### src/verilog/pcrr_pkg.sv
/*
 * Constants, types and decode helpers for the clock generation and
 * reset-release block. Assumes one clock that stands for the VCO output.
 */
// Notes on behaviour
// - VCO runs at twice multiplier times input.
// - Core clock is VCO over 2, 4, 8, 16.
// - Reset forces the post-divider to two.
// - Input halving divides reference clock by two.
// - Straps load multiplier during reset; software later.
// - Peripheral clock period is two core periods.
// - Core reset holds 4096 reference plus two core.
// - A missed setup may add one reference cycle.
package pcrr_pkg;

    // ------------------------------------------------------------------
    // Register map
    // ------------------------------------------------------------------
    localparam logic [11:0] PCRR_PWR_CTRL_OFS = 12'h000;
    localparam logic [11:0] PCRR_STATUS_OFS = 12'h004;

    localparam int PCRR_MULT_LSB = 0;
    localparam int PCRR_MULT_W = 7;
    localparam int PCRR_DIV_LSB = 8;
    localparam int PCRR_HALVE_BIT = 10;
    localparam int PCRR_SDR_LSB = 12;
    localparam int PCRR_SDR_W = 4;

    localparam int PCRR_ST_RESET_BIT = 0;
    localparam int PCRR_ST_EXT_BIT = 1;
    localparam int PCRR_ST_STATE_LSB = 2;
    localparam int PCRR_ST_CNT_LSB = 16;

    // ------------------------------------------------------------------
    // Reset values
    // ------------------------------------------------------------------
    localparam logic [6:0] PCRR_MULT_RST = 7'h10;
    localparam logic [1:0] PCRR_DIV_RST = 2'h0;
    localparam logic PCRR_HALVE_RST = 1'b0;
    localparam logic [3:0] PCRR_SDR_RST = 4'h2;

    // ------------------------------------------------------------------
    // Timing counts
    // ------------------------------------------------------------------
    localparam int PCRR_REF_HOLD_CYCLES = 4096;
    localparam int PCRR_CORE_HOLD_CYCLES = 2;
    localparam int PCRR_PERIPH_RATIO = 2;

    localparam logic [1:0] PCRR_RESP_OKAY = 2'h0;
    localparam logic [1:0] PCRR_RESP_SLVERR = 2'h2;

    typedef enum logic [1:0] {
        PCRR_ST_EXT = 2'b00,
        PCRR_ST_REF = 2'b01,
        PCRR_ST_CORE = 2'b10,
        PCRR_ST_RUN = 2'b11
    } pcrr_state_t;

    // Strap code to multiplier; the board picks one of four ratios.
    function automatic logic [6:0] pcrr_strap_mult(input logic [1:0] code);
        logic [6:0] m;
        m = 7'h08;
        unique case (code)
            2'h0: m = 7'h08;
            2'h1: m = 7'h10;
            2'h2: m = 7'h20;
            2'h3: m = 7'h18;
        endcase
        return m;
    endfunction

    // Post-divider select to divide value: 2, 4, 8 or 16.
    function automatic logic [4:0] pcrr_div_value(input logic [1:0] sel);
        return 5'h02 << sel;
    endfunction

endpackage

### src/verilog/pcrr_tick_div.sv
/*
 * Tick divider: counts input ticks and emits one output tick every div
 * input ticks and a clock of that period, square for even div; at a div
 * of one the clock toggles every cycle. Assumes div is steady within a
 * period; a divisor of zero acts as one.
 */
`timescale 1ns/1ns
module pcrr_tick_div
    import pcrr_pkg::*;
#(
    parameter int W = 9
) (
    input wire logic aclk,
    input wire logic aresetn,
    input wire logic tick_in,
    input wire logic [W-1:0] div,
    output logic tick_out,
    output logic clk_out
);

    logic [W-1:0] cnt_q;
    logic [W-1:0] cnt_d;
    logic tick_q;
    logic clk_q;
    wire [W-1:0] div_eff = (div == '0) ? W'(1) : div;
    // A shrinking divisor must not strand the count above the new end.
    wire wrap = tick_in && (cnt_q >= div_eff - W'(1));
    wire [W-1:0] half = div_eff >> 1;

    assign cnt_d = wrap ? '0 : (tick_in ? cnt_q + W'(1) : cnt_q);

    always_ff @(posedge aclk) begin
        if (!aresetn) begin
            cnt_q <= '0;
            tick_q <= 1'b0;
            clk_q <= 1'b0;
        end else begin
            cnt_q <= cnt_d;
            tick_q <= wrap;
            clk_q <= (div_eff == W'(1)) ? ~clk_q : (cnt_d < half);
        end
    end

    assign tick_out = tick_q;
    assign clk_out = clk_q;

endmodule

### src/verilog/pcrr_top.sv
/*
 * Clock generation and core reset release with an AXI4-Lite register
 * slave. The clock aclk stands for the VCO output; the core, peripheral
 * and SDRAM clocks are derived from it as ticks and square waves (SDRAM only at even ratios or one), the
 * reference as a tick only. Assumes the external reset input and straps are
 * synchronous to aclk.
 */
`timescale 1ns/1ns
module pcrr_top
    import pcrr_pkg::*;
#(
    parameter int AW = 12,
    parameter int REF_HOLD = PCRR_REF_HOLD_CYCLES,
    parameter int CNT_W = 13
) (
    input wire logic aclk,
    input wire logic aresetn,
    input wire logic ext_reset_n,
    input wire logic [1:0] clock_ratio_straps,
    input wire logic [AW-1:0] s_axi_awaddr,
    input wire logic [2:0] s_axi_awprot,
    input wire logic s_axi_awvalid,
    output logic s_axi_awready,
    input wire logic [31:0] s_axi_wdata,
    input wire logic [3:0] s_axi_wstrb,
    input wire logic s_axi_wvalid,
    output logic s_axi_wready,
    output logic [1:0] s_axi_bresp,
    output logic s_axi_bvalid,
    input wire logic s_axi_bready,
    input wire logic [AW-1:0] s_axi_araddr,
    input wire logic [2:0] s_axi_arprot,
    input wire logic s_axi_arvalid,
    output logic s_axi_arready,
    output logic [31:0] s_axi_rdata,
    output logic [1:0] s_axi_rresp,
    output logic s_axi_rvalid,
    input wire logic s_axi_rready,
    output logic core_reset_n,
    output logic ref_tick,
    output logic core_clk,
    output logic core_tick,
    output logic periph_clk,
    output logic periph_tick,
    output logic sdram_clk,
    output logic sdram_tick,
    output logic [6:0] clock_multiplier,
    output logic [4:0] core_post_divider,
    output logic input_halving_enable
);

    // ------------------------------------------------------------------
    // External reset stage
    // ------------------------------------------------------------------
    logic ext_q;
    wire ext_active = !ext_q;

    always_ff @(posedge aclk) begin
        if (!aresetn) begin
            ext_q <= 1'b0;
        end else begin
            ext_q <= ext_reset_n;
        end
    end

    // ------------------------------------------------------------------
    // AXI4-Lite write path
    // ------------------------------------------------------------------
    logic aw_q;
    logic w_q;
    logic bvalid_q;
    logic [1:0] bresp_q;
    logic [AW-1:0] awaddr_q;
    logic [31:0] wdata_q;
    logic [3:0] wstrb_q;

    wire aw_take = s_axi_awvalid && !aw_q;
    wire w_take = s_axi_wvalid && !w_q;
    wire wr_fire = aw_q && w_q && !bvalid_q;
    wire wr_ctrl = (awaddr_q[AW-1:2] == PCRR_PWR_CTRL_OFS[AW-1:2]);
    wire wr_stat = (awaddr_q[AW-1:2] == PCRR_STATUS_OFS[AW-1:2]);
    wire ctrl_we = wr_fire && wr_ctrl;

    assign s_axi_awready = !aw_q;
    assign s_axi_wready = !w_q;
    assign s_axi_bvalid = bvalid_q;
    assign s_axi_bresp = bresp_q;

    always_ff @(posedge aclk) begin
        if (!aresetn) begin
            aw_q <= 1'b0;
            awaddr_q <= '0;
        end else if (aw_take) begin
            aw_q <= 1'b1;
            awaddr_q <= s_axi_awaddr;
        end else if (wr_fire) begin
            aw_q <= 1'b0;
        end
    end

    always_ff @(posedge aclk) begin
        if (!aresetn) begin
            w_q <= 1'b0;
            wdata_q <= '0;
            wstrb_q <= '0;
        end else if (w_take) begin
            w_q <= 1'b1;
            wdata_q <= s_axi_wdata;
            wstrb_q <= s_axi_wstrb;
        end else if (wr_fire) begin
            w_q <= 1'b0;
        end
    end

    always_ff @(posedge aclk) begin
        if (!aresetn) begin
            bvalid_q <= 1'b0;
            bresp_q <= PCRR_RESP_OKAY;
        end else if (wr_fire) begin
            bvalid_q <= 1'b1;
            bresp_q <= (wr_ctrl || wr_stat) ? PCRR_RESP_OKAY : PCRR_RESP_SLVERR;
        end else if (s_axi_bready) begin
            bvalid_q <= 1'b0;
        end
    end

    // ------------------------------------------------------------------
    // Power management control register
    // ------------------------------------------------------------------
    logic [6:0] mult_q;
    logic [1:0] div_q;
    logic halve_q;
    logic [3:0] sdr_q;
    logic [31:0] ctrl_word;
    logic [31:0] ctrl_mask;
    logic [31:0] ctrl_new;

    assign ctrl_word = {16'h0000, sdr_q, 1'b0, halve_q, div_q, 1'b0, mult_q};
    assign ctrl_mask = {{8{wstrb_q[3]}}, {8{wstrb_q[2]}}, {8{wstrb_q[1]}}, {8{wstrb_q[0]}}};
    assign ctrl_new = (ctrl_word & ~ctrl_mask) | (wdata_q & ctrl_mask);

    // The external reset wins over a write landing in the same cycle, so
    // the core leaves reset with the strapped ratio and divide by 2 unless a write lands after the external reset ends.
    always_ff @(posedge aclk) begin
        if (!aresetn) begin
            mult_q <= PCRR_MULT_RST;
            div_q <= PCRR_DIV_RST;
            halve_q <= PCRR_HALVE_RST;
            sdr_q <= PCRR_SDR_RST;
        end else if (ext_active) begin
            mult_q <= pcrr_strap_mult(clock_ratio_straps);
            div_q <= PCRR_DIV_RST;
            halve_q <= PCRR_HALVE_RST;
            sdr_q <= PCRR_SDR_RST;
        end else if (ctrl_we) begin
            mult_q <= ctrl_new[PCRR_MULT_LSB +: PCRR_MULT_W];
            div_q <= ctrl_new[PCRR_DIV_LSB +: 2];
            halve_q <= ctrl_new[PCRR_HALVE_BIT];
            sdr_q <= ctrl_new[PCRR_SDR_LSB +: PCRR_SDR_W];
        end
    end

    assign clock_multiplier = mult_q;
    assign core_post_divider = pcrr_div_value(div_q);
    assign input_halving_enable = halve_q;

    // ------------------------------------------------------------------
    // Clock derivation
    // ------------------------------------------------------------------
    // One reference period spans 2 x multiplier VCO periods, doubled when
    // the input is halved. Range limits on the product are software's job.
    wire [6:0] mult_eff = (mult_q == 7'h00) ? 7'h01 : mult_q;
    wire [8:0] ref_div = {1'b0, mult_eff, 1'b0} << halve_q;
    wire [4:0] core_div = pcrr_div_value(div_q);
    wire [3:0] sdr_div = sdr_q;

    pcrr_tick_div #(.W(9)) u_ref_div (
        .aclk(aclk),
        .aresetn(aresetn),
        .tick_in(1'b1),
        .div(ref_div),
        .tick_out(ref_tick),
        .clk_out()
    );

    pcrr_tick_div #(.W(5)) u_core_div (
        .aclk(aclk),
        .aresetn(aresetn),
        .tick_in(1'b1),
        .div(core_div),
        .tick_out(core_tick),
        .clk_out(core_clk)
    );

    pcrr_tick_div #(.W(2)) u_periph_div (
        .aclk(aclk),
        .aresetn(aresetn),
        .tick_in(core_tick),
        .div(2'(PCRR_PERIPH_RATIO)),
        .tick_out(periph_tick),
        .clk_out(periph_clk)
    );

    pcrr_tick_div #(.W(4)) u_sdram_div (
        .aclk(aclk),
        .aresetn(aresetn),
        .tick_in(core_tick),
        .div(sdr_div),
        .tick_out(sdram_tick),
        .clk_out(sdram_clk)
    );

    // ------------------------------------------------------------------
    // Core reset release
    // ------------------------------------------------------------------
    pcrr_state_t st_q;
    pcrr_state_t st_d;
    logic [CNT_W-1:0] cnt_q;
    logic [CNT_W-1:0] cnt_d;
    logic core_rst_n_q;

    wire ref_last = (cnt_q == CNT_W'(REF_HOLD));
    wire core_last = (cnt_q == CNT_W'(PCRR_CORE_HOLD_CYCLES));

    // The dividers run free, so the first tick seen in a count state only
    // marks a period boundary. Counting one tick past the hold keeps whole
    // periods, at the cost of up to one extra period of reset.
    always_comb begin
        st_d = st_q;
        cnt_d = cnt_q;
        if (ext_active) begin
            st_d = PCRR_ST_EXT;
            cnt_d = '0;
        end else begin
            unique case (st_q)
                PCRR_ST_EXT: begin
                    st_d = PCRR_ST_REF;
                    cnt_d = '0;
                end
                PCRR_ST_REF: begin
                    if (ref_tick) begin
                        cnt_d = ref_last ? '0 : cnt_q + CNT_W'(1);
                        if (ref_last) begin
                            st_d = PCRR_ST_CORE;
                        end
                    end
                end
                PCRR_ST_CORE: begin
                    if (core_tick) begin
                        cnt_d = core_last ? '0 : cnt_q + CNT_W'(1);
                        if (core_last) begin
                            st_d = PCRR_ST_RUN;
                        end
                    end
                end
                PCRR_ST_RUN: begin
                    cnt_d = '0;
                end
            endcase
        end
    end

    always_ff @(posedge aclk) begin
        if (!aresetn) begin
            st_q <= PCRR_ST_EXT;
            cnt_q <= '0;
            core_rst_n_q <= 1'b0;
        end else begin
            st_q <= st_d;
            cnt_q <= cnt_d;
            core_rst_n_q <= (st_d == PCRR_ST_RUN);
        end
    end

    assign core_reset_n = core_rst_n_q;

    // ------------------------------------------------------------------
    // AXI4-Lite read path
    // ------------------------------------------------------------------
    logic rvalid_q;
    logic [31:0] rdata_q;
    logic [1:0] rresp_q;
    logic [31:0] status_word;

    wire ar_take = s_axi_arvalid && !rvalid_q;
    wire rd_ctrl = (s_axi_araddr[AW-1:2] == PCRR_PWR_CTRL_OFS[AW-1:2]);
    wire rd_stat = (s_axi_araddr[AW-1:2] == PCRR_STATUS_OFS[AW-1:2]);

    always_comb begin
        status_word = '0;
        status_word[PCRR_ST_RESET_BIT] = !core_rst_n_q;
        status_word[PCRR_ST_EXT_BIT] = ext_active;
        status_word[PCRR_ST_STATE_LSB +: 2] = st_q;
        status_word[PCRR_ST_CNT_LSB +: CNT_W] = cnt_q;
    end

    wire [31:0] rd_word = rd_ctrl ? ctrl_word : (rd_stat ? status_word : 32'h0000_0000);

    assign s_axi_arready = !rvalid_q;
    assign s_axi_rvalid = rvalid_q;
    assign s_axi_rdata = rdata_q;
    assign s_axi_rresp = rresp_q;

    always_ff @(posedge aclk) begin
        if (!aresetn) begin
            rvalid_q <= 1'b0;
            rdata_q <= '0;
            rresp_q <= PCRR_RESP_OKAY;
        end else if (ar_take) begin
            rvalid_q <= 1'b1;
            rdata_q <= rd_word;
            rresp_q <= (rd_ctrl || rd_stat) ? PCRR_RESP_OKAY : PCRR_RESP_SLVERR;
        end else if (s_axi_rready) begin
            rvalid_q <= 1'b0;
        end
    end

endmodule

### config.mk
export PLATFORM = sky130hd
export DESIGN_NAME = pcrr_top
export DESIGN_NICKNAME = d
export VERILOG_FILES = /design/src/verilog/pcrr_pkg.sv /design/src/verilog/pcrr_tick_div.sv /design/src/verilog/pcrr_top.sv
export SDC_FILE = /design/constraint.sdc
export NUM_CORES = 1
export LEC_CHECK = 0
export BUFFER_PORTS_ARGS = -buffer_cell sky130_fd_sc_hd__clkbuf_2
export CAP_MARGIN = 25
export CORE_MARGIN = 2
export CORE_UTILIZATION = 49
export DETAILED_ROUTE_END_ITERATION = 7
export PLACE_DENSITY = 0.77
export RECOVER_POWER = 50
export SETUP_SLACK_MARGIN = 0.5
export SKIP_CTS_REPAIR_TIMING = 1
export SLEW_MARGIN = 10
export SYNTH_ARGS = -nofsm -noshare
export SYNTH_HDL_FRONTEND = slang
export SYNTH_SLANG_ARGS = --single-unit
### constraint.sdc
create_clock -name aclk -period 3.2 [get_ports aclk]
set_clock_uncertainty 0.15 [all_clocks]
set_input_delay 0.64 -clock aclk [delete_from_list [all_inputs] [get_ports aclk]]
set_output_delay 0.64 -clock aclk [all_outputs]
set_load 0.1 [all_outputs]
==> metrics.yaml <==
logic_synthesis:
  synth_ff_type: "dfxtp_1"
  synth-edff-count: 0
  synth_area_mm2: 0.005697
  yosysUniqueCellTypes: 65
  netlist_instances: 660
  yosys_register_bits: 117
  yosys_warnings: 0
  syn_area_per_cell_um2: 8.631
  seq_area_frac_synth_pct: 41.12
  synthArstFlopShare_pct: 0
worst_setup_path:
  reg2reg_depth: 14
  path_cells: "nor3_4 -> or2_4 -> inv_2 -> ha_4 -> xnor2_2 -> ha_2 -> or2_4 -> a21oi_4 -> o211ai_1 -> nand2_1 -> ha_1 -> a21boi_1 -> o21a_1 -> o32ai_2"
  worstSetupEndpoint: "u_sdram_div.clk_out$_SDFF_PN0_"
  critPathMaxStageDelay_ns: 0.35
  crit_fanout: 6
  critPathArrivalTime_ns: 3.30
  cp_top_family: "compound AO/OA/AOI/OAI gates"
  cp.depth: 14
  cp-start-kind: "flip-flop"
  critPathCaptureType: "flip-flop"
  path_buf_inv: 1
  crit_type: "flip-flop to flip-flop"
  cp_slowest_cell: "dfxtp_2"
  r2r_end: "u_sdram_div.clk_out$_SDFF_PN0_"
  worstPathRequired_ns: 3.38
  r2r_slack_ns: 0.08
  crit_top_cell: "or2_4"
timing:
  hold_violations: 0
  setup_viol: 0
  tightest_slew_ns: 1.167
  drv_slew: 0
  fin_crit_ns: 3.119
  tns_ns: 0
  timing.final.crit_share_pct: 97.47
  max_slew_margin_pct: 22.54
  fmax_mhz: 320.6
  rsz0062_at_grt: "yes"
place:
  io_buffers: 99
  place_area_mm2: 0.006381
  gp_congestion: 0.8857
  post-place-cells: 872
  place_hpwl_mm: 9.840
floorplanning:
  coreArea_mm2: 0.01137
  die_y_um: 111.8
  initial_core_util_pct: 50.10
  io_pins: 138
  row_count: 39
  dieArea_mm2: 0.01250
  die_w_um: 111.8
pwr:
  p_switching_mw: 1.395
  power_density_mw_per_mm2: 600.7
  peakVddDrop_uv: 443.1
  p_comb_share_pct: 22.4
  internal_power_mw: 2.920
  swShare_pct: 32.34
  p_leak_nw: 2.872
  clock_power_share_pct: 39.6
  power.share.sequential_pct: 38.0
route:
  avgViaCountPerCell: 5.582
  first_pass_iters: 4
  routed_wl_mm: 14.41
  initialDrtViolationCount: 255
  avgRoutedWirePerCell_um: 15.67
  postRouteAntennaNets: 0
  drcViolationCount: 0
  routed-via-count: 5135
clock_network:
  cts_buffer_depth: 2
  h-tree-depth: 4
  path_clk_slew_ns: 0.05
  clock_sinks: 117
  root_buffer: "clkbuf_16"
  cts_tree: "built"
  cts_buffers: 17
  clkLatencyLatePin_ns: 0.42
cells_and_area:
  final_nets: 881
  final_area_mm2: 0.007184
  layout-drive-gt1-share_pct: 26.25
  n_antenna_cell: 0
  stdcell_count: 920
  final_core_utilization_pct: 63.19
  syn_to_final_growth_pct: 26.11
global_route:
  grt_pass1_wl_mm: 22.82
  grt_max_degree: 51
  grt.overflow.total: 0
  grt_pass1_vias: 4966
  grt_usage_pct: 22.48
  antenna_found_initial: 0
status:
  outcome: "complete, no violations"
worst_hold_path:
  hp-class: "input pin to flip-flop"
flow_run:
  cap_violations: 0
[power groups by stage]
stage	sequential, mW	combinational [mW]	clock, mW
2_1_floorplan	1.84	0.514	0
3_3_place_gp	1.66	0.827	0
6_report	1.64	0.968	1.71
5_1_grt	1.65	1.04	1.81
3_5_place_dp	1.67	0.864	0
4_1_cts	1.64	0.868	1.73
[sequential cells by signal, indices dropped and copies added, names as in the netlist, 2 cells and up, named ones only]
signal and count:
st_q 2, s_axi_rdata 27, u_sdram_div.cnt_q 4, u_ref_div.cnt_q 9, clock_multiplier 4, cnt_q 13, u_core_div.cnt_q 5, u_periph_div.cnt_q 2
wdata_q 14, awaddr_q 10, wstrb_q 2
[layer usage]
layer	track usage [%]	vias to the layer above	routed length (µm)
li1	-	2534	-
met1	26.30	2443	5931
met2	37.62	128	7331
met3	5.934	30	782
met4	12.18	0	366
met5	0	-	0
[per-stage QoR]
step / hold slack, ns / setup slack (ns) / power, mW
6_report: 0.2741 / 0.08095 / 4.316
5_1_grt: 0.2812 / -0.04507 / 4.492
4_1_cts: 0.2668 / 0.1375 / 4.231
3_5_place_dp: 0.2981 / 0.1641 / 2.530
3_3_place_gp: 0.2931 / 0.2369 / 2.484
2_1_floorplan: 0.2860 / 0.4071 / 2.356
[synth_stat cells (3+ instances only)]
library cell | instances | area (µm²)
a31oi_1 | 3 | 18.77
inv_1 | 34 | 127.6
mux2_2 | 3 | 33.78
nor2_1 | 38 | 142.6
nor3_1 | 20 | 100.1
o31ai_1 | 3 | 22.52
nor4b_1 | 3 | 26.28
xnor2_1 | 11 | 96.34
and3_1 | 4 | 25.02
dfxtp_1 | 117 | 2342
or3_1 | 4 | 25.02
nand4_1 | 6 | 37.54
nor2b_1 | 12 | 75.07
a211oi_1 | 16 | 120.1
clkbuf_1 | 24 | 90.09
xor2_1 | 6 | 52.55
o21ai_0 | 25 | 125.1
nand2_1 | 74 | 277.8
buf_1 | 3 | 11.26
a211oi_2 | 3 | 37.54
nand3_1 | 27 | 135.1
a22oi_1 | 5 | 37.54
buf_2 | 4 | 20.02
a21o_1 | 3 | 22.52
ha_1 | 40 | 500.5
buf_4 | 8 | 60.06
a22o_1 | 23 | 201.4
or4_1 | 3 | 22.52
and2_1 | 5 | 31.28
nand2b_1 | 13 | 81.33
o21a_1 | 3 | 22.52
nor4_1 | 9 | 56.30
or2_2 | 3 | 18.77
a21oi_1 | 63 | 315.3
o211ai_1 | 4 | 30.03
[final cells by class]
class | count | area, µm²
Fill cell | 930 | 4185
Multi-Input combinational cell | 475 | 3333
Sequential cell | 117 | 2376
Timing Repair Buffer | 119 | 624.3
Clock buffer | 21 | 481.7
Tap cell | 143 | 178.9
Inverter | 35 | 135.1
Clock inverter | 10 | 55.05
[worst reg2reg max path, stage by stage, from the launching register on]
cell	delay, ns
dfxtp_2	0.35
nor3_4	0.19
or2_4	0.16
inv_2	0.06
ha_4	0.16
xnor2_2	0.14
ha_2	0.29
or2_4	0.24
a21oi_4	0.21
o211ai_1	0.13
nand2_1	0.14
ha_1	0.23
a21boi_1	0.13
o21a_1	0.20
o32ai_2	0.26
[cells in the final DEF, fill, tap and decap left out, types with 9 or more instances in the layout]
cell type	instances
dfxtp_1	104
clkbuf_2	85
nand2_1	73
a21oi_1	59
nor2_1	35
ha_1	34
inv_1	31
nand3_1	26
o21ai_0	24
a22o_1	23
nor3_1	18
clkbuf_16	18
clkbuf_1	17
buf_4	17
nor2b_1	12
nand2b_1	12
xnor2_1	10
a211oi_2	10
nor4_1	9
conb_1	9
[cell families after synthesis]
| family | after synthesis | share of synthesized area, % |
|---|---|---|
| compound gates | 163 | 18.65 |
| xor+xnor | 17 | 2.614 |
| fa+ha+maj | 40 | 8.785 |
| buf+inv | 76 | 5.776 |
| flops | 117 | 41.12 |
| mux | 5 | 0.9444 |
| other cells | 2 | 0.1318 |
| simple gates | 240 | 21.99 |
[worst min path at each step]
| stage | startpoint | end | cells past startpoint |
|---|---|---|---|
| 2_1_floorplan | awaddr_q[11]$_SDFFE_PN0P_ | awaddr_q[11]$_SDFFE_PN0P_ | 2 |
| 3_3_place_gp | awaddr_q[8]$_SDFFE_PN0P_ | awaddr_q[8]$_SDFFE_PN0P_ | 2 |
| 3_5_place_dp | wdata_q[12]$_SDFFE_PN0P_ | wdata_q[12]$_SDFFE_PN0P_ | 2 |
| 4_1_cts | ext_reset_n | ext_q$_SDFF_PN0_ | 2 |
| 5_1_grt | ext_reset_n | ext_q$_SDFF_PN0_ | 2 |
| 6_report | ext_reset_n | ext_q$_SDFF_PN0_ | 2 |
(Power assumes the default switching activity.)
